`src/acc_pkg.sv`:
```
package acc_pkg;

  // Register byte offsets
  localparam logic [7:0] ACC_OFF_CTRL   = 8'h00;
  localparam logic [7:0] ACC_OFF_RESULT = 8'h04;
  localparam logic [7:0] ACC_OFF_STATUS = 8'h08;
  localparam logic [7:0] ACC_OFF_MASK   = 8'h0c;

  // Control register field positions
  localparam int ACC_BIT_ON         = 15;
  localparam int ACC_BIT_IDLE       = 13;
  localparam int ACC_RESULT_FORMAT_LSB       = 8;
  localparam int ACC_TRIG_LSB       = 5;
  localparam int ACC_BIT_CLRAS      = 4;
  localparam int ACC_BIT_AUTO_START = 2;
  localparam int ACC_BIT_SAMPLE     = 1;
  localparam int ACC_BIT_DONE       = 0;

  // Writable control bits; others read as zero
  localparam logic [31:0] ACC_CTRL_WMASK = 32'h0000_a7f7;
  localparam logic [31:0] ACC_CTRL_RESET = 32'h0000_0000;

  // Interrupt status bits
  localparam int ACC_IRQ_DONE = 0;
  localparam int ACC_IRQ_TRIG = 1;
  localparam int ACC_IRQ_W    = 2;

  // Internal auto-convert sample time and conversion timeout
  localparam int ACC_AUTO_SAMPLE_CYC = 16;
  localparam int ACC_CONV_CYC        = 12;

  typedef enum logic [1:0] {
    ACC_IDLE   = 2'b00,
    ACC_SAMPLE = 2'b01,
    ACC_CONV   = 2'b11
  } acc_state_e;

  typedef enum logic [2:0] {
    ACC_TRG_MANUAL = 3'b000,
    ACC_TRG_EXTPIN = 3'b001,
    ACC_TRG_TIMER  = 3'b010,
    ACC_TRG_CTU    = 3'b011,
    ACC_TRG_AUTO   = 3'b111
  } acc_trig_e;

endpackage

```
`src/acc_conv_ctrl.sv`:
```
// Overview of operation
// - Converter runs only while enable bit set
// - Idle-stop bit halts module in idle
// - Codes 000/001 integer sixteen-bit formats
// - Codes 010/011 fractional sixteen-bit formats
// - Codes 100/101 integer thirty-two-bit formats
// - Codes 110/111 fractional thirty-two-bit formats
// - Code 111 internal counter auto converts
// - Codes 010/011 timer and charge-unit triggers
// - Code 001 external pin edge triggers
// - Code 000 software clear starts conversion
// - Auto start makes hardware set sample
// - Nonzero source: hardware clears sample
// - Done flag set when conversion ends
// - Done cleared by zero, never set
// - Clearing done leaves operation untouched
// - Done cleared at each conversion start
module acc_conv_ctrl
  import acc_pkg::*;
#(
  parameter int RES_W = 10
) (
  // Clock and reset
  input  wire logic             aclk,
  input  wire logic             aresetn,
  // AXI4-Lite write address
  input  wire logic [7:0]       s_axi_awaddr,
  input  wire logic             s_axi_awvalid,
  output logic                  s_axi_awready,
  // AXI4-Lite write data
  input  wire logic [31:0]      s_axi_wdata,
  input  wire logic [3:0]       s_axi_wstrb,
  input  wire logic             s_axi_wvalid,
  output logic                  s_axi_wready,
  // AXI4-Lite write response
  output logic      [1:0]       s_axi_bresp,
  output logic                  s_axi_bvalid,
  input  wire logic             s_axi_bready,
  // AXI4-Lite read address
  input  wire logic [7:0]       s_axi_araddr,
  input  wire logic             s_axi_arvalid,
  output logic                  s_axi_arready,
  // AXI4-Lite read data
  output logic      [31:0]      s_axi_rdata,
  output logic      [1:0]       s_axi_rresp,
  output logic                  s_axi_rvalid,
  input  wire logic             s_axi_rready,
  // Device state and trigger sources
  input  wire logic             cpu_idle,
  input  wire logic             ext_int0_pin,
  input  wire logic             timer3_match,
  input  wire logic             ctu_trigger,
  // Analog core
  output logic                  sample_en,
  output logic                  conv_start,
  input  wire logic             conv_done,
  input  wire logic [RES_W-1:0] conv_result,
  // Interrupt
  output logic                  irq
);

  ////////////////////////////////////////////////////////////////////////
  // Pin synchroniser and edge detect
  logic pin_s1_q;
  logic pin_s2_q;
  logic pin_s3_q;

  always_ff @(posedge aclk) begin
    if (!aresetn) begin
      pin_s1_q <= 1'b0;
      pin_s2_q <= 1'b0;
      pin_s3_q <= 1'b0;
    end else begin
      pin_s1_q <= ext_int0_pin;
      pin_s2_q <= pin_s1_q;
      pin_s3_q <= pin_s2_q;
    end
  end

  // Active transition taken as rising edge
  wire logic pin_rise = pin_s2_q & ~pin_s3_q;

  ////////////////////////////////////////////////////////////////////////
  // Registers
  logic [31:0]         ctrl_q;
  logic [31:0]         result_q;
  logic [ACC_IRQ_W-1:0] stat_q;
  logic [ACC_IRQ_W-1:0] mask_q;
  acc_state_e          state_q;
  logic [4:0]          cnt_q;

  wire logic       on_bit     = ctrl_q[ACC_BIT_ON];
  wire logic       idle_bit   = ctrl_q[ACC_BIT_IDLE];
  wire logic [2:0] result_format       = ctrl_q[ACC_RESULT_FORMAT_LSB +: 3];
  wire logic [2:0] trig_sel   = ctrl_q[ACC_TRIG_LSB +: 3];
  wire logic       auto_start = ctrl_q[ACC_BIT_AUTO_START];
  wire logic       one_shot   = ctrl_q[ACC_BIT_CLRAS];
  wire logic       sample_bit = ctrl_q[ACC_BIT_SAMPLE];

  wire logic active = on_bit & ~(idle_bit & cpu_idle);

  ////////////////////////////////////////////////////////////////////////
  // AXI4-Lite slave
  logic        aw_hold_q;
  logic        w_hold_q;
  logic [7:0]  awaddr_q;
  logic [31:0] wdata_q;
  logic [3:0]  wstrb_q;

  assign s_axi_awready = ~aw_hold_q & ~s_axi_bvalid;
  assign s_axi_wready  = ~w_hold_q & ~s_axi_bvalid;
  assign s_axi_arready = ~s_axi_rvalid;

  wire logic aw_fire = s_axi_awvalid & s_axi_awready;
  wire logic w_fire  = s_axi_wvalid & s_axi_wready;
  wire logic aw_have = aw_hold_q | aw_fire;
  wire logic w_have  = w_hold_q | w_fire;
  wire logic wr_go   = aw_have & w_have;

  wire logic [7:0]  wr_addr = aw_hold_q ? awaddr_q : s_axi_awaddr;
  wire logic [31:0] wr_data = w_hold_q ? wdata_q : s_axi_wdata;
  wire logic [3:0]  wr_strb = w_hold_q ? wstrb_q : s_axi_wstrb;
  wire logic [31:0] wr_bmask = {{8{wr_strb[3]}}, {8{wr_strb[2]}}, {8{wr_strb[1]}}, {8{wr_strb[0]}}};

  wire logic wr_ctrl = wr_go & (wr_addr == ACC_OFF_CTRL);
  wire logic wr_stat = wr_go & (wr_addr == ACC_OFF_STATUS);
  wire logic wr_mask = wr_go & (wr_addr == ACC_OFF_MASK);
  wire logic wr_ok   = wr_ctrl | wr_stat | wr_mask;

  always_ff @(posedge aclk) begin
    if (!aresetn) begin
      aw_hold_q    <= 1'b0;
      w_hold_q     <= 1'b0;
      awaddr_q     <= 8'h00;
      wdata_q      <= 32'h0000_0000;
      wstrb_q      <= 4'h0;
      s_axi_bvalid <= 1'b0;
      s_axi_bresp  <= 2'b00;
    end else begin
      if (aw_fire) begin
        awaddr_q <= s_axi_awaddr;
      end
      if (w_fire) begin
        wdata_q <= s_axi_wdata;
        wstrb_q <= s_axi_wstrb;
      end
      aw_hold_q <= aw_have & ~wr_go;
      w_hold_q  <= w_have & ~wr_go;
      if (wr_go) begin
        s_axi_bvalid <= 1'b1;
        s_axi_bresp  <= wr_ok ? 2'b00 : 2'b10;
      end else if (s_axi_bready) begin
        s_axi_bvalid <= 1'b0;
      end
    end
  end

  wire logic [31:0] rd_word =
    (s_axi_araddr == ACC_OFF_CTRL)   ? ctrl_q :
    (s_axi_araddr == ACC_OFF_RESULT) ? result_q :
    (s_axi_araddr == ACC_OFF_STATUS) ? {{(32-ACC_IRQ_W){1'b0}}, stat_q} :
    (s_axi_araddr == ACC_OFF_MASK)   ? {{(32-ACC_IRQ_W){1'b0}}, mask_q} : 32'h0000_0000;
  wire logic rd_ok = (s_axi_araddr == ACC_OFF_CTRL) | (s_axi_araddr == ACC_OFF_RESULT) |
                     (s_axi_araddr == ACC_OFF_STATUS) | (s_axi_araddr == ACC_OFF_MASK);

  always_ff @(posedge aclk) begin
    if (!aresetn) begin
      s_axi_rvalid <= 1'b0;
      s_axi_rdata  <= 32'h0000_0000;
      s_axi_rresp  <= 2'b00;
    end else if (s_axi_arvalid & s_axi_arready) begin
      s_axi_rvalid <= 1'b1;
      s_axi_rdata  <= rd_word;
      s_axi_rresp  <= rd_ok ? 2'b00 : 2'b10;
    end else if (s_axi_rready) begin
      s_axi_rvalid <= 1'b0;
    end
  end

  ////////////////////////////////////////////////////////////////////////
  // Trigger selection and sequencing
  wire logic auto_done = (cnt_q == 5'(ACC_AUTO_SAMPLE_CYC - 1));
  wire logic conv_tmo  = (cnt_q == 5'(ACC_CONV_CYC - 1));

  logic hw_trig;
  always_comb begin
    unique case (trig_sel)
      ACC_TRG_EXTPIN: hw_trig = pin_rise;
      ACC_TRG_TIMER:  hw_trig = timer3_match;
      ACC_TRG_CTU:    hw_trig = ctu_trigger;
      ACC_TRG_AUTO:   hw_trig = auto_done;
      default:        hw_trig = 1'b0;
    endcase
  end

  // Software write of the control word, with sample bit from the bus
  wire logic [31:0] ctrl_wr = (ctrl_q & ~(ACC_CTRL_WMASK & wr_bmask)) |
                              (wr_data & ACC_CTRL_WMASK & wr_bmask);
  wire logic sw_sample_clr = wr_ctrl & wr_strb[0] & sample_bit & ~wr_data[ACC_BIT_SAMPLE];

  wire logic in_sample  = (state_q == ACC_SAMPLE);
  wire logic start_conv = active & in_sample &
                          ((trig_sel == ACC_TRG_MANUAL) ? sw_sample_clr : hw_trig);
  wire logic finish     = (state_q == ACC_CONV) & conv_done;
  wire logic sample_go  = active & (state_q == ACC_IDLE) & (sample_bit | auto_start);

  assign sample_en  = in_sample & active;
  assign conv_start = start_conv;

  always_ff @(posedge aclk) begin
    if (!aresetn) begin
      state_q <= ACC_IDLE;
      cnt_q   <= 5'd0;
    end else if (!active) begin
      state_q <= ACC_IDLE;
      cnt_q   <= 5'd0;
    end else begin
      unique case (state_q)
        ACC_IDLE: begin
          cnt_q <= 5'd0;
          if (sample_go) begin
            state_q <= ACC_SAMPLE;
          end
        end
        ACC_SAMPLE: begin
          cnt_q <= auto_done ? cnt_q : cnt_q + 5'd1;
          if (start_conv) begin
            state_q <= ACC_CONV;
            cnt_q   <= 5'd0;
          end
        end
        ACC_CONV: begin
          cnt_q <= cnt_q + 5'd1;
          if (finish | conv_tmo) begin
            state_q <= ACC_IDLE;
          end
        end
        default: state_q <= ACC_IDLE;
      endcase
    end
  end

  logic [31:0] fmt_word;

  acc_result_format #(.RES_W(RES_W)) i_acc_result_format (
    .raw  (conv_result),
    .fmt  (result_format),
    .word (fmt_word)
  );

  ////////////////////////////////////////////////////////////////////////
  // Control register with hardware-owned sample and done bits
  always_ff @(posedge aclk) begin
    if (!aresetn) begin
      ctrl_q   <= ACC_CTRL_RESET;
      result_q <= 32'h0000_0000;
    end else begin
      if (wr_ctrl) begin
        ctrl_q[31:2] <= ctrl_wr[31:2];
        // Only a write of zero affects done
        if (wr_strb[0] & ~wr_data[ACC_BIT_DONE]) begin
          ctrl_q[ACC_BIT_DONE] <= 1'b0;
        end
        ctrl_q[ACC_BIT_SAMPLE] <= ctrl_wr[ACC_BIT_SAMPLE];
      end
      if (sample_go & auto_start) begin
        ctrl_q[ACC_BIT_SAMPLE] <= 1'b1;
      end
      if (start_conv) begin
        ctrl_q[ACC_BIT_SAMPLE] <= 1'b0;
        ctrl_q[ACC_BIT_DONE] <= 1'b0;
      end
      if (finish) begin
        ctrl_q[ACC_BIT_DONE] <= 1'b1;
        result_q             <= fmt_word;
        // One-shot auto sampling stops after this result
        if (one_shot) begin
          ctrl_q[ACC_BIT_AUTO_START] <= 1'b0;
        end
      end
    end
  end

  ////////////////////////////////////////////////////////////////////////
  // Interrupt status, set wins over write-one-to-clear
  wire logic [ACC_IRQ_W-1:0] stat_set = {start_conv, finish};
  wire logic [ACC_IRQ_W-1:0] stat_clr = (wr_stat & wr_strb[0]) ? wr_data[ACC_IRQ_W-1:0] : '0;

  always_ff @(posedge aclk) begin
    if (!aresetn) begin
      stat_q <= '0;
      mask_q <= '0;
    end else begin
      stat_q <= (stat_q & ~stat_clr) | stat_set;
      if (wr_mask & wr_strb[0]) begin
        mask_q <= wr_data[ACC_IRQ_W-1:0];
      end
    end
  end

  assign irq = |(stat_q & mask_q);

  ////////////////////////////////////////////////////////////////////////
  // Checks
  a_off_no_sample: assert property (@(posedge aclk) disable iff (!aresetn)
    !on_bit |=> state_q == ACC_IDLE) else $error("sampling while disabled");
  a_idle_stop_halt: assert property (@(posedge aclk) disable iff (!aresetn)
    (idle_bit && cpu_idle) |-> !sample_en && !conv_start) else $error("runs in idle");
  a_done_sets_flag: assert property (@(posedge aclk) disable iff (!aresetn)
    finish |=> ctrl_q[ACC_BIT_DONE]) else $error("done not set");
  a_start_clears_done: assert property (@(posedge aclk) disable iff (!aresetn)
    start_conv |=> !ctrl_q[ACC_BIT_DONE] && !sample_bit && state_q == ACC_CONV) else $error("start bad");
  a_done_no_sw_set: assert property (@(posedge aclk) disable iff (!aresetn)
    (!ctrl_q[ACC_BIT_DONE] && !finish) |=> !ctrl_q[ACC_BIT_DONE]) else $error("done set by write");
  a_reserved_no_trig: assert property (@(posedge aclk) disable iff (!aresetn)
    (trig_sel inside {3'b100, 3'b101, 3'b110}) |-> !conv_start) else $error("reserved trigger");
  // Software may drop enable or change source mid-period; only an undisturbed period must fire
  a_auto_period: assert property (@(posedge aclk) disable iff (!aresetn)
    (trig_sel == ACC_TRG_AUTO && $rose(sample_en) && on_bit && !idle_bit) |->
    ##15 (conv_start || !on_bit || trig_sel != ACC_TRG_AUTO)) else $error("auto period wrong");
  a_pin_edge_trig: assert property (@(posedge aclk) disable iff (!aresetn)
    (trig_sel == ACC_TRG_EXTPIN && conv_start) |-> $past(ext_int0_pin, 2) && !$past(ext_int0_pin, 3))
    else $error("pin trigger without edge");
  a_clear_keeps_conv: assert property (@(posedge aclk) disable iff (!aresetn)
    (state_q == ACC_CONV && !finish && !conv_tmo && active) |=> state_q == ACC_CONV) else $error("conv lost");
  a_auto_sets_sample: assert property (@(posedge aclk) disable iff (!aresetn)
    (sample_go && auto_start) |=> sample_bit && in_sample) else $error("auto start missed");
  a_bvalid_holds: assert property (@(posedge aclk) disable iff (!aresetn)
    (s_axi_bvalid && !s_axi_bready) |=> s_axi_bvalid) else $error("write response dropped");
  a_irq_level: assert property (@(posedge aclk) disable iff (!aresetn)
    (finish && mask_q[ACC_IRQ_DONE]) |=> irq) else $error("irq missing");

  c_manual_conv: cover property (@(posedge aclk) disable iff (!aresetn)
    trig_sel == ACC_TRG_MANUAL && sw_sample_clr && in_sample);
  c_auto_conv: cover property (@(posedge aclk) disable iff (!aresetn) trig_sel == ACC_TRG_AUTO && finish);
  c_timer_conv: cover property (@(posedge aclk) disable iff (!aresetn) trig_sel == ACC_TRG_TIMER && start_conv);
  c_pin_conv: cover property (@(posedge aclk) disable iff (!aresetn) trig_sel == ACC_TRG_EXTPIN && start_conv);
  c_idle_stop: cover property (@(posedge aclk) disable iff (!aresetn) idle_bit && cpu_idle && on_bit);

endmodule

```
`src/acc_result_format.sv`:
```
module acc_result_format
  import acc_pkg::*;
#(
  parameter int RES_W = 10
) (
  // Raw result and format code
  input  wire logic [RES_W-1:0] raw,
  input  wire logic [2:0]       fmt,
  // Formatted word
  output logic      [31:0]      word
);

  wire logic        sgn      = raw[RES_W-1];
  wire logic [31:0] int_zero = {{(32-RES_W){1'b0}}, raw};
  wire logic [15:0] int_s16  = {{(16-RES_W){sgn}}, raw};
  wire logic [31:0] int_s32  = {{(32-RES_W){sgn}}, raw};
  wire logic [15:0] frac16   = {raw, {(16-RES_W){1'b0}}};
  wire logic [31:0] frac32   = {raw, {(32-RES_W){1'b0}}};

  always_comb begin
    unique case (fmt)
      3'b000:  word = int_zero;
      3'b001:  word = {16'h0000, int_s16};
      3'b010:  word = {16'h0000, frac16};
      3'b011:  word = {16'h0000, frac16};
      3'b100:  word = int_zero;
      3'b101:  word = int_s32;
      3'b110:  word = frac32;
      3'b111:  word = frac32;
    endcase
  end

endmodule

```
`config.mk`:
```
export PLATFORM = sky130hd
export DESIGN_NAME = acc_conv_ctrl
export DESIGN_NICKNAME = d
export VERILOG_FILES = /design/src/acc_pkg.sv /design/src/acc_conv_ctrl.sv /design/src/acc_result_format.sv
export SDC_FILE = /design/constraint.sdc
export NUM_CORES = 1
export LEC_CHECK = 0
export BUFFER_PORTS_ARGS = -buffer_cell sky130_fd_sc_hd__buf_2
export CAP_MARGIN = 0
export CORE_MARGIN = 2
export CORE_UTILIZATION = 54
export CTS_BUF_LIST = sky130_fd_sc_hd__clkbuf_16
export CTS_CLUSTER_DIAMETER = 100
export DETAILED_ROUTE_END_ITERATION = 8
export PLACE_DENSITY = 0.8
export SYNTH_ARGS = -nofsm -noshare
export SYNTH_HDL_FRONTEND = slang
export SYNTH_HIERARCHICAL = 1
export SYNTH_SLANG_ARGS = --single-unit
```
`constraint.sdc`:
```
create_clock -name aclk -period 2.35 [get_ports aclk]
set_clock_uncertainty 0.2 [all_clocks]
set_input_delay 0.47 -clock aclk [delete_from_list [all_inputs] [get_ports aclk]]
set_output_delay 0.47 -clock aclk [all_outputs]
set_load 0.01 [all_outputs]
```
Yosys cells after proc, flatten, opt, wreduce, memory -nomap -nowiden:

Cells that the tools add are included.

* bits in registers: 146
* input port bits: 74
* logic and storage cells: 151

* $add $sub $neg: 1
* bitwise operators: 53
* mux-type cells: 31
* equality and inequality tests: 24
* reduce and logical (&&, ||, !) cells: 20

Operator list (count)
* 32-bit case mux with 5 select lines: 1
* 32-bit two-way mux: 2
* 16-bit by 32-bit bitwise AND with 32-bit output: 1
* 32-bit bitwise AND: 1
* 8-bit by 4-bit == test with 1-bit output, second input constant: 4
* 16-bit inverter with 32-bit output: 1
* 32-bit bitwise OR: 1
* 1-bit bitwise AND: 26
* 8-bit logical NOT: 2
* 16-bit two-way mux: 1
* 2-bit two-way mux: 8
* 3-bit == test, second input constant: 5
* 5-bit case mux with 3 select lines: 1
* 3-bit by 2-bit == test with 1-bit output, second input constant: 4
* 1-bit two-way mux: 11
* 5-bit by 4-bit == test with 1-bit output, second input constant: 2
* 5-bit two-way mux: 2
* 1-bit inverter: 10
* 2-bit OR reduction: 5
* 1-bit bitwise OR: 9
* 3-bit nonzero test: 3
* 8-bit by 3-bit == test with 1-bit output, second input constant: 1
* 8-bit two-way mux: 1
* 3-bit by 1-bit == test with 1-bit output, second input constant: 2
* 18 further kinds: 25

Longest topological paths before layout:

Gate-level depths: netlist of run 1.

* word-level depth: 13
* gate-level depth with buffers: 8
* mapped depth without buffers: 8

Hierarchy:

The synthesis of run 1 kept the hierarchy.

Modules (own cells, without submodules)
* acc_conv_ctrl: times used 1, area each 4783.3 µm², cells each 522, seq. area each 2362.3 µm²
* acc_result_format: times used 1, area each 316.6 µm², cells each 42, seq. area each 0.0 µm²

Least setup slack after synthesis of run 1:

Ideal clock, no wire load.

* kind: input to output
* start: in s_axi_awaddr[5]
* end: out conv_start
* setup slack: 0.047 ns
* path buffers: 0
* stages: 4
* required time: 1.680 ns
* data arrival time: 1.633 ns
* path through: or4_4 -> o22ai_4 -> nand4_4 -> a21oi_4

* longest elaborated chain between the ends: 8

Ends and longest elaborated chain
* start, declared: RTL line acc_conv_ctrl.sv:27 `input wire logic [7:0] s_axi_awaddr,`
* 8-bit two-way mux: RTL line acc_conv_ctrl.sv:120 `wire logic [7:0] wr_addr = aw_hold_q ? awaddr_q : s_axi_awaddr;`
* 8-bit logical NOT: RTL line acc_conv_ctrl.sv:125 `wire logic wr_ctrl = wr_go & (wr_addr == ACC_OFF_CTRL);`
* 1-bit bitwise AND: RTL line acc_conv_ctrl.sv:125
* 1-bit bitwise AND (3 in a row): RTL line acc_conv_ctrl.sv:199 `wire logic sw_sample_clr = wr_ctrl & wr_strb[0] & sample_bit & ~wr_data[ACC_BIT_SAMPLE];`
* 1-bit two-way mux: RTL line acc_conv_ctrl.sv:203 `((trig_sel == ACC_TRG_MANUAL) ? sw_sample_clr : hw_trig);`
* 1-bit bitwise AND: RTL line acc_conv_ctrl.sv:202 `wire logic start_conv = active & in_sample &`
* end, declared: RTL line acc_conv_ctrl.sv:55 `output logic conv_start,`

Every way passes these cells.

Worst setup path after layout of run 1:

* start: reg awaddr_q[7]
* end: out conv_start

* longest elaborated chain between the ends: 8

Ends and longest elaborated chain
* start, declared: RTL line acc_conv_ctrl.sv:106 `logic [7:0] awaddr_q;`
* start signal, assigned: RTL line acc_conv_ctrl.sv:141 `awaddr_q <= s_axi_awaddr;`
* 8-bit two-way mux: RTL line acc_conv_ctrl.sv:120
* 8-bit logical NOT: RTL line acc_conv_ctrl.sv:125
* 1-bit bitwise AND: RTL line acc_conv_ctrl.sv:125
* 1-bit bitwise AND (3 in a row): RTL line acc_conv_ctrl.sv:199
* 1-bit two-way mux: RTL line acc_conv_ctrl.sv:203
* 1-bit bitwise AND: RTL line acc_conv_ctrl.sv:202

Every way passes these cells.

==> results.json, run 1 <==
{
  "cts_tree": "built",
  "synthMuxAreaShare_pct": 8.685,
  "synth_top_family_by_area": "simple AND/OR/NAND/NOR gates",
  "post-dp-hpwl_mm": 8.821,
  "ys_top_cells_by_area": "dfxtp_1, nand2_1, a21oi_1",
  "preCtsSetupSlack_ns": -0.1269,
  "finalNetCount": 730,
  "worstPathMaxFanout": 2,
  "synthDistinctLibCells": 62,
  "crit_type": "reg -> out",
  "hp-class": "in -> reg",
  "tightest_slew_ns": 0.6080,
  "cts_hold_buf": 0,
  "fp.coreArea_um2": 9196,
  "drv_cap": 0,
  "worst_slack_ns": -0.2510,
  "power_density_nw_per_um2": 778.5,
  "area_delta_synth_final_pct": 23.18,
  "netlist_instances": 564,
  "gr-total-overflow": 0,
  "numCtsBuffers": 17,
  "max_freq_mhz": 384.5,
  "cpLargestDelayFamily": "simple AND/OR/NAND/NOR gates",
  "root_buffer": "clkbuf_16",
  "worstSetupStartpointType": "flip-flop",
  "clk_latency_ns": 0.40,
  "antenna_found_initial": 0,
  "run_status": "finished with violations",
  "yosys.area_share.simple_pct": 20.53,
  "cp.buffers_inverters": 1,
  "yosysTopAreaCellShare_pct": 46.32,
  "finalCritPeriodShare_pct": 110.7,
  "grt_pass1_wl_mm": 20.99,
  "synthArstFlopShare_pct": 0,
  "initial_core_util_pct": 55.46,
  "grt_usage_pct": 26.01,
  "pin_count": 118,
  "grt_max_degree": 36,
  "synthAdderAreaFrac_pct": 0.4907,
  "fp.dieW_um": 101.2,
  "drive_gt1_share_pct": 28.04,
  "port_buffers": 93,
  "critical_path_arrival_ns": 1.93,
  "timing.final.max_slew_violations": 0,
  "critPathCaptureType": "output pin",
  "dieArea_um2": 10240,
  "finalHoldViolCount": 0,
  "finalSetupViolCount": 4,
  "antenna_cells": 0,
  "critical-path-max-stage-delay_ns": 0.54,
  "slew-limit-headroom_pct": 59.47,
  "synth_flop_cell": "dfxtp_1",
  "period_minus_slack_ns": 2.601,
  "drt_drc_violations_left": 0,
  "clock_sinks": 118,
  "path_clk_slew_ns": 0.05,
  "reg2reg_slack_ns": -0.07,
  "yosysTopAreaCell": "dfxtp_1",
  "violations": "setup timing",
  "vias_per_cell": 5.810,
  "cp_slowest_cell": "or4b_4",
  "vias": 4520,
  "avgSynthCellArea_um2": 9.042,
  "placed_area_um2": 5648,
  "final_antenna_net_count": 0,
  "drt_iter0_drc": 261,
  "synth_edf_count": 0,
  "grt_pass1_vias": 4305,
  "placementRows": 35,
  "ys_seq_area_share_pct": 46.32,
  "synth_xor_area_share_pct": 0.3435,
  "dr.pass1.iters": 5,
  "holdWs_ns": 0.08271,
  "grt_setup_unrepaired": "true",
  "final.setup.tns_ns": -0.3569,
  "crit_chain": "or4b_4 > o22ai_4 > nand4_4 > a21oi_4 > buf_2",
  "drt-total-wl_mm": 12.91,
  "ys_ff_latch": 118,
  "required_ns": 1.68,
  "syn_area_um2": 5100,
  "power_leakage_nw": 2.708,
  "fillers": 683,
  "htree_levels": 4,
  "ys_warn_count": 6,
  "synth_compound_area_share_pct": 18.16,
  "ir_worst_vdd_uv": 537.4,
  "avgRoutedWirePerCell_um": 16.60,
  "stdcell_area_um2": 6282,
  "place.gp.congestion": 0.8554,
  "cts_buffer_depth": 2,
  "die_y_um": 101.2
}
[flip-flops by register name (all words and copies together) (netlist names), 2 cells and up, named ones only]
signal / count
wdata_q: 12
result_q: 32
wstrb_q: 2
cnt_q: 5
stat_q: 2
awaddr_q: 8
s_axi_rdata: 32
mask_q: 2
state_q: 2
ctrl_q: 3
[where the power goes]
part	switching (mW)	total (mW)	leakage [nW]	internal (mW)
Clock	0.912	2.45	0.271	1.54
Sequential	0.0309	2.07	0.958	2.04
Combinational	0.205	0.364	1.48	0.159
[timing repair]
| action | 4_1_cts | 5_1_grt |
|---|---|---|
| cloned | 0 | 0 |
| setup endpoints to repair | 1 | 11 |
| pin swaps | 4 | 3 |
| resized for setup | 6 | 8 |
| setup buffers | 3 | 1 |
[logic make-up after synthesis]
kind of cell               Yosys count
adders and majority gates            2
AOI/OAI and AO/OA                  131
other                                1
buffers and inverters               53
and+or+nand+nor                    217
muxes                               40
DFF                                118
xor gates and xnor gates             2
[routing by layer]
layer  up-vias  global-route usage (%)  share of wire, %
li1       2151                       -                 -
met5         -                       0                 0
met4         0                   9.356               1.4
met1      2169                   33.25                42
met2       178                   43.15                50
met3        22                   6.142               6.4
[cell usage in the layout, fill, tap and decap left out, types with 5 or more instances in the layout]
cell type / count
and2b_1: 6
buf_2: 93
nor3_1: 7
nor2_1: 63
a21oi_1: 53
a22o_1: 5
a22oi_1: 24
mux2_2: 14
buf_4: 18
nand2_1: 99
and2_1: 8
dfxtp_1: 113
inv_1: 9
clkinvlp_4: 5
mux2i_1: 24
a21o_1: 14
a222oi_1: 10
clkbuf_16: 17
[final cells by class]
| class | instances | area (um2) | share of cell area, % |
|---|---|---|---|
| inverters | 8 | 30.03 | 0.4780 |
| well taps | 111 | 138.9 | 2.211 |
| flip-flops and latches | 118 | 2374 | 37.78 |
| clock buffers | 17 | 425.4 | 6.772 |
| multi-input cells | 394 | 2492 | 39.67 |
| clock inverters | 15 | 141.4 | 2.251 |
| repair buffers | 115 | 680.7 | 10.83 |
[synthesized netlist by cell type (3+ instances only)]
library cell and number:
dfxtp_1 118, nand2_1 99, nor2_1 63, a21oi_1 53
clkbuf_1 25, a22oi_1 24, mux2i_1 24, a21o_1 14
mux2_2 14, buf_4 11, a222oi_1 10, and2_1 8
inv_1 7, nor3_1 7, and2b_1 6, a22o_1 5
nor2b_1 5, a211oi_1 4, buf_2 4, buf_6 4
nand2b_1 3, nand3_1 3, o21a_1 3, o21ai_0 3
[path summary, 6_finish.rpt]
path / from / end / depth (start not counted)
min: ext_int0_pin / pin_s1_q$_SDFF_PN0_ / 2
min reg2reg: pin_s1_q$_SDFF_PN0_ / pin_s2_q$_SDFF_PN0_ / 1
max reg2reg: awaddr_q[7]$_SDFFE_PN0P_ / ctrl_q[0]$_SDFFE_PN0P_ / 8
max: awaddr_q[7]$_SDFFE_PN0P_ / conv_start / 5
[stage by stage]
| step | utilization, % | total power [mW] | instances |
|---|---|---|---|
| 2_1_floorplan | - | 2.329 | 565 |
| 3_3_place_gp | 61.42 | 2.449 | 742 |
| 3_5_place_dp | 61.42 | 2.467 | 742 |
| 4_1_cts | 67.93 | 4.904 | 777 |
| 5_1_grt | 68.31 | 5.037 | 778 |
| 6_report | 68.31 | 4.891 | 778 |
Power figures use the tool's default switching activity.
==> run 2: changes to the inputs <==
SETUP_SLACK_MARGIN = 0.15   (was not set)
==> run 2 against run 1 <==
Compared with the run above: the flow still finishes with violations (setup timing); critical path depth unchanged; die area did not move; worst setup slack improved by 0.017 ns; cell area is 1.1% higher; sequential power is essentially flat; largest cell class unchanged; non-clock buffer count shrank 2; sequential share of layout area fell by 0.38 points.
==> results.json, run 2 (synthesized netlist as in run 1, its figures left out) <==
{
  "run_status": "finished with violations",
  "violations": "setup timing",
  "place.gp.congestion": 0.8273,
  "die_y_um": 101.2,
  "fp.dieW_um": 101.2,
  "area_delta_synth_final_pct": 24.51,
  "initial_core_util_pct": 55.46,
  "worst_slack_ns": -0.2337,
  "pin_count": 118,
  "drt_drc_violations_left": 0,
  "crit_start": "awaddr_q[5]$_SDFFE_PN0P_",
  "critPathCaptureType": "output pin",
  "power_frac_seq_pct": 40.2,
  "crit_type": "reg -> out",
  "drt_iter0_drc": 427,
  "placementRows": 35,
  "fp.coreArea_um2": 9196,
  "ir_worst_vdd_uv": 622.2,
  "cts_tree": "built",
  "critical_path_arrival_ns": 1.91,
  "cts_hold_buf": 0,
  "hp-class": "in -> reg",
  "holdWs_ns": 0.07460,
  "finalHoldViolCount": 0,
  "clk_latency_ns": 0.41,
  "antenna_found_initial": 0,
  "root_buffer": "clkbuf_16",
  "grt_usage_pct": 25.23,
  "worstPathMaxFanout": 2,
  "worstSetupStartpointType": "flip-flop",
  "reg2reg_slack_ns": 0.12,
  "grt_setup_unrepaired": "true",
  "regArea_um2": 2375,
  "finalCoreUtilization_pct": 69.05,
  "max_freq_mhz": 387.0,
  "antenna_cells": 0,
  "gr-total-overflow": 0,
  "htree_levels": 4,
  "finalNetCount": 728,
  "switchingPower_mw": 1.185,
  "fillers": 692,
  "dieArea_um2": 10240,
  "port_buffers": 93,
  "combPwrFrac_pct": 6.9,
  "multiInputGateArea_um2": 2506,
  "grt_max_degree": 40,
  "clock_sinks": 118,
  "hold_path_startpoint": "ext_int0_pin",
  "final_antenna_net_count": 0,
  "grt_pass1_wl_mm": 20.15,
  "mostFrequentLayoutCells": "dfxtp_1, nand2_1, buf_2",
  "tightest_slew_ns": 0.5511,
  "drive_gt1_share_pct": 28.27,
  "drv_cap": 0,
  "path_clk_slew_ns": 0.05,
  "dr.pass1.iters": 6,
  "cts_buffer_depth": 2,
  "vias": 4427,
  "avgRoutedWirePerCell_um": 16.36,
  "power_density_nw_per_um2": 812.5,
  "pwr-share-clk_pct": 52.9,
  "timing.final.max_slew_violations": 0,
  "post-dp-hpwl_mm": 8.552,
  "top_regs": "result_q x32, s_axi_rdata x32, wdata_q x12",
  "p_sw_share_pct": 22.96,
  "drt-total-wl_mm": 12.70,
  "power_leakage_nw": 2.723,
  "worstHoldPathCells": 2,
  "finalCritPeriodShare_pct": 109.9,
  "vias_per_cell": 5.705,
  "numCtsBuffers": 17,
  "p_int_mw": 3.974,
  "grt_pass1_vias": 4200,
  "period_minus_slack_ns": 2.584,
  "final_common_cell": "dfxtp_1",
  "finalSetupViolCount": 1,
  "required_ns": 1.68,
  "slew-limit-headroom_pct": 63.18,
  "r2r_cells": 6,
  "r2r-start": "awaddr_q[5]$_SDFFE_PN0P_"
}
[run 2: cell types whose count changed in the layout (fill, tap and decap cells not counted), moves of 2 or more]
| cell | previous run | this run |
|---|---|---|
| buf_4 | 18 | 16 |
| bufinv_16 | 2 | 4 |
| clkinv_2 | 3 | 1 |
| inv_1 | 9 | 7 |
| inv_6 | 0 | 2 |
[run 2: area by class of cell]
class                      instances  share of cell area (%)
multi-input combinational        394                   39.47
sequential                       118                   37.40
timing repair buffer             113                   10.58
clock buffer                      17                   6.700
clock inverter                    15                   3.192
tap                              111                   2.187
inverter                           8                  0.4729
[run 2: stage by stage]
stage	setup slack, ns	setup TNS, ns	instance area (um2)	instances	power (mW)
floorplan	0.09735	0	5104	565	2.329
global placement	-0.03950	-0.03950	5655	743	2.451
detailed placement	-0.07962	-0.1850	5655	743	2.464
CTS	-0.2458	-0.2458	6310	775	5.171
global route	-0.2724	-0.2797	6350	776	5.311
finish	-0.2337	-0.2337	6350	776	5.159
[run 2: per-layer routing]
| metal | up-vias | global-route usage (%) | share of wire [%] |
|---|---|---|---|
| met5 | - | 0 | 0 |
| met4 | 0 | 10.40 | 1.4 |
| met3 | 18 | 5.521 | 7.2 |
| met2 | 171 | 42.28 | 49 |
| met1 | 2095 | 31.61 | 43 |
| li1 | 2143 | - | - |
[run 2: what timing repair did]
action	4_1_cts	5_1_grt
buffers inserted	0	1
pin swaps	0	0
resized for setup	12	6
setup endpoints to repair	5	5
[run 2: power by group through the flow]
stage | logic [mW] | clock network (mW) | registers, mW
after detailed placement | 0.350 | 0 | 2.11
final | 0.357 | 2.73 | 2.07
after CTS | 0.355 | 2.74 | 2.07
after global placement | 0.341 | 0 | 2.11
after floorplan | 0.223 | 0 | 2.11
after global routing | 0.387 | 2.85 | 2.08
[run 2: final timing paths]
path	to
min	pin_s1_q$_SDFF_PN0_
max	conv_start
max reg2reg	ctrl_q[1]$_SDFFE_PP0P_
min reg2reg	pin_s2_q$_SDFF_PN0_
[run 2: worst max-delay path, stage by stage (launching register included)]
cell     delay [ns]
dfxtp_1        0.31
or4b_4         0.54
o22ai_4        0.22
nand4_4        0.14
a21oi_4        0.18
buf_6          0.12
==> run 3: changes to the inputs <==
--- a/config.mk
+++ b/config.mk
@@ -9,3 +9,2 @@
 export CAP_MARGIN = 0
-export CORE_MARGIN = 2
 export CORE_UTILIZATION = 54
==> constraint.sdc (replaced) <==
create_clock -name aclk -period 2.35 [get_ports aclk]
set_clock_uncertainty 0.2 [all_clocks]
set_input_delay 0.235 -clock aclk [delete_from_list [all_inputs] [get_ports aclk]]
set_output_delay 0.235 -clock aclk [all_outputs]
set_load 0.01 [all_outputs]
==> run 3 against run 2 <==
Compared with the run above: the run now ends clean; utilization grew 1.8 points; sequential share of layout area shrank 1.0 points; combinational power grew 12%; critical path type unchanged; largest power group unchanged.
==> results.json, run 3 (synthesized netlist as in run 1, its figures left out) <==
{
  "critPathCaptureType": "output pin",
  "htree_levels": 4,
  "grt_util_met3_pct": 6.325,
  "post-dp-hpwl_mm": 8.237,
  "dieArea_um2": 9837,
  "pin_count": 118,
  "slew-limit-headroom_pct": 58.80,
  "drive_gt1_share_pct": 26.42,
  "worst_slack_ns": 0.006832,
  "fp.dieW_um": 99.18,
  "clock_sinks": 118,
  "gr-usage-met1_pct": 33.84,
  "cts_buffer_depth": 2,
  "critical_path_arrival_ns": 1.91,
  "place.gp.congestion": 0.7679,
  "area_delta_synth_final_pct": 27.82,
  "hp-class": "in -> reg",
  "fillers": 628,
  "use_met2_pct": 44.59,
  "critical-path-max-stage-delay_ns": 0.54,
  "grt_setup_unrepaired": "true",
  "crit_type": "reg -> out",
  "path_clk_slew_ns": 0.06,
  "drt_iter0_drc": 384,
  "initial_core_util_pct": 55.46,
  "gr-max-usage-layer": "met2",
  "crit_chain": "or4b_4 > o22ai_4 > nand4_4 > a21oi_4 > buf_2",
  "finalNonFillerCells": 800,
  "dr.pass1.iters": 5,
  "drt-total-wl_mm": 13.39,
  "gr-total-overflow": 0,
  "vias_per_cell": 5.751,
  "root_buffer": "clkbuf_16",
  "top_regs": "result_q x32, s_axi_rdata x32, wdata_q x12",
  "fp.coreArea_um2": 9196,
  "dp.cells": 737,
  "finalHoldViolCount": 0,
  "avgRoutedWirePerCell_um": 16.74,
  "stdcell_area_um2": 6519,
  "worstSetupStartpointType": "flip-flop",
  "tightest_slew_ns": 0.6180,
  "ir_worst_vdd_uv": 527.2,
  "clk_latency_ns": 0.41,
  "placed_area_um2": 5585,
  "power_density_nw_per_um2": 772.9,
  "port_buffers": 93,
  "final_common_cell": "dfxtp_1",
  "grt_max_degree": 67,
  "cts_tree": "built",
  "cp_slowest_cell": "or4b_4",
  "finalSetupViolCount": 0,
  "vias": 4601,
  "die_y_um": 99.18,
  "max_freq_mhz": 426.8,
  "placementRows": 35,
  "antenna_found_initial": 0,
  "grt_pass1_wl_mm": 21.02,
  "final_antenna_net_count": 0,
  "drt_drc_violations_left": 0,
  "preCtsSetupSlack_ns": 0.2105,
  "numCtsBuffers": 17,
  "antenna_cells": 0,
  "grt_pass1_vias": 4416,
  "worstPathMaxFanout": 2,
  "finalCritPeriodShare_pct": 99.71,
  "run_status": "finished, final reports clean",
  "grt_usage_pct": 27.37,
  "final.setup.tns_ns": 0,
  "required_ns": 1.91,
  "timing.final.max_slew_violations": 0,
  "drv_cap": 0,
  "finalNetCount": 752,
  "mostFrequentLayoutCells": "dfxtp_1, nand2_1, buf_2",
  "period_minus_slack_ns": 2.343,
  "power_leakage_nw": 2.801
}
## run 3: stage by stage
step                      power (mW)  utilization [%]  hold WS [ns]
after floorplan                2.329                -        0.1623
after global placement         2.442            60.73        0.2194
after detailed placement       2.453            60.73        0.2337
after CTS                      5.025            70.33       0.01535
after global routing           5.167            70.88       0.04625
final                          5.038            70.88       0.03896
## run 3: worst paths after layout
| kind | end | slack (ns) | startpoint | cells after the start |
|---|---|---|---|---|
| setup / recovery | conv_start | 0.007 | awaddr_q[5]$_SDFFE_PN0P_ | 5 |
| setup reg to reg | ctrl_q[0]$_SDFFE_PN0P_ | 0.02 | awaddr_q[5]$_SDFFE_PN0P_ | 7 |
| hold / removal | state_q[0]$_SDFFE_PN0P_ | 0.04 | conv_done | 4 |
| hold reg to reg | pin_s2_q$_SDFF_PN0_ | 0.24 | pin_s1_q$_SDFF_PN0_ | 1 |
## run 3: report_power, final
group	internal, mW	total [mW]	switching, mW
registers	2.04	2.07	0.0304
clock network	1.65	2.56	0.916
logic	0.184	0.401	0.218
## run 3: per-layer routing
| layer | part of all wire, % | wire (um) | vias to the layer above |
|---|---|---|---|
| met5 | 0 | 0 | - |
| met2 | 48 | 6491 | 204 |
| met4 | 3.5 | 468 | 0 |
| met1 | 41 | 5487 | 2167 |
| met3 | 7.0 | 942 | 46 |
| li1 | - | - | 2184 |
## run 3: area by class of cell
cell class / count / area [um2] / share of cell area [%]
Clock buffer: 17 / 425.4 / 6.526
Clock inverter: 15 / 163.9 / 2.514
Tap cell: 111 / 138.9 / 2.131
Timing Repair Buffer: 137 / 888.4 / 13.63
Multi-Input combinational cell: 394 / 2501 / 38.37
Sequential cell: 118 / 2371 / 36.37
Inverter: 8 / 30.03 / 0.4607
## run 3: timing repair
action	4_1_cts	5_1_grt
setup endpoints to repair	1	10
endpoints found under the hold margin	28	0
pin swaps	4	2
hold buffers	27	0
gates resized for setup	5	8
setup buffers	2	2
## run 3: worst max-delay path, delay by kind of cell (launching register included)
kind	cells	cell delay [ns]
AOI/OAI and AO/OA	2	0.36
DFF	1	0.32
and+or+nand+nor	2	0.67
buffers and inverters	1	0.14
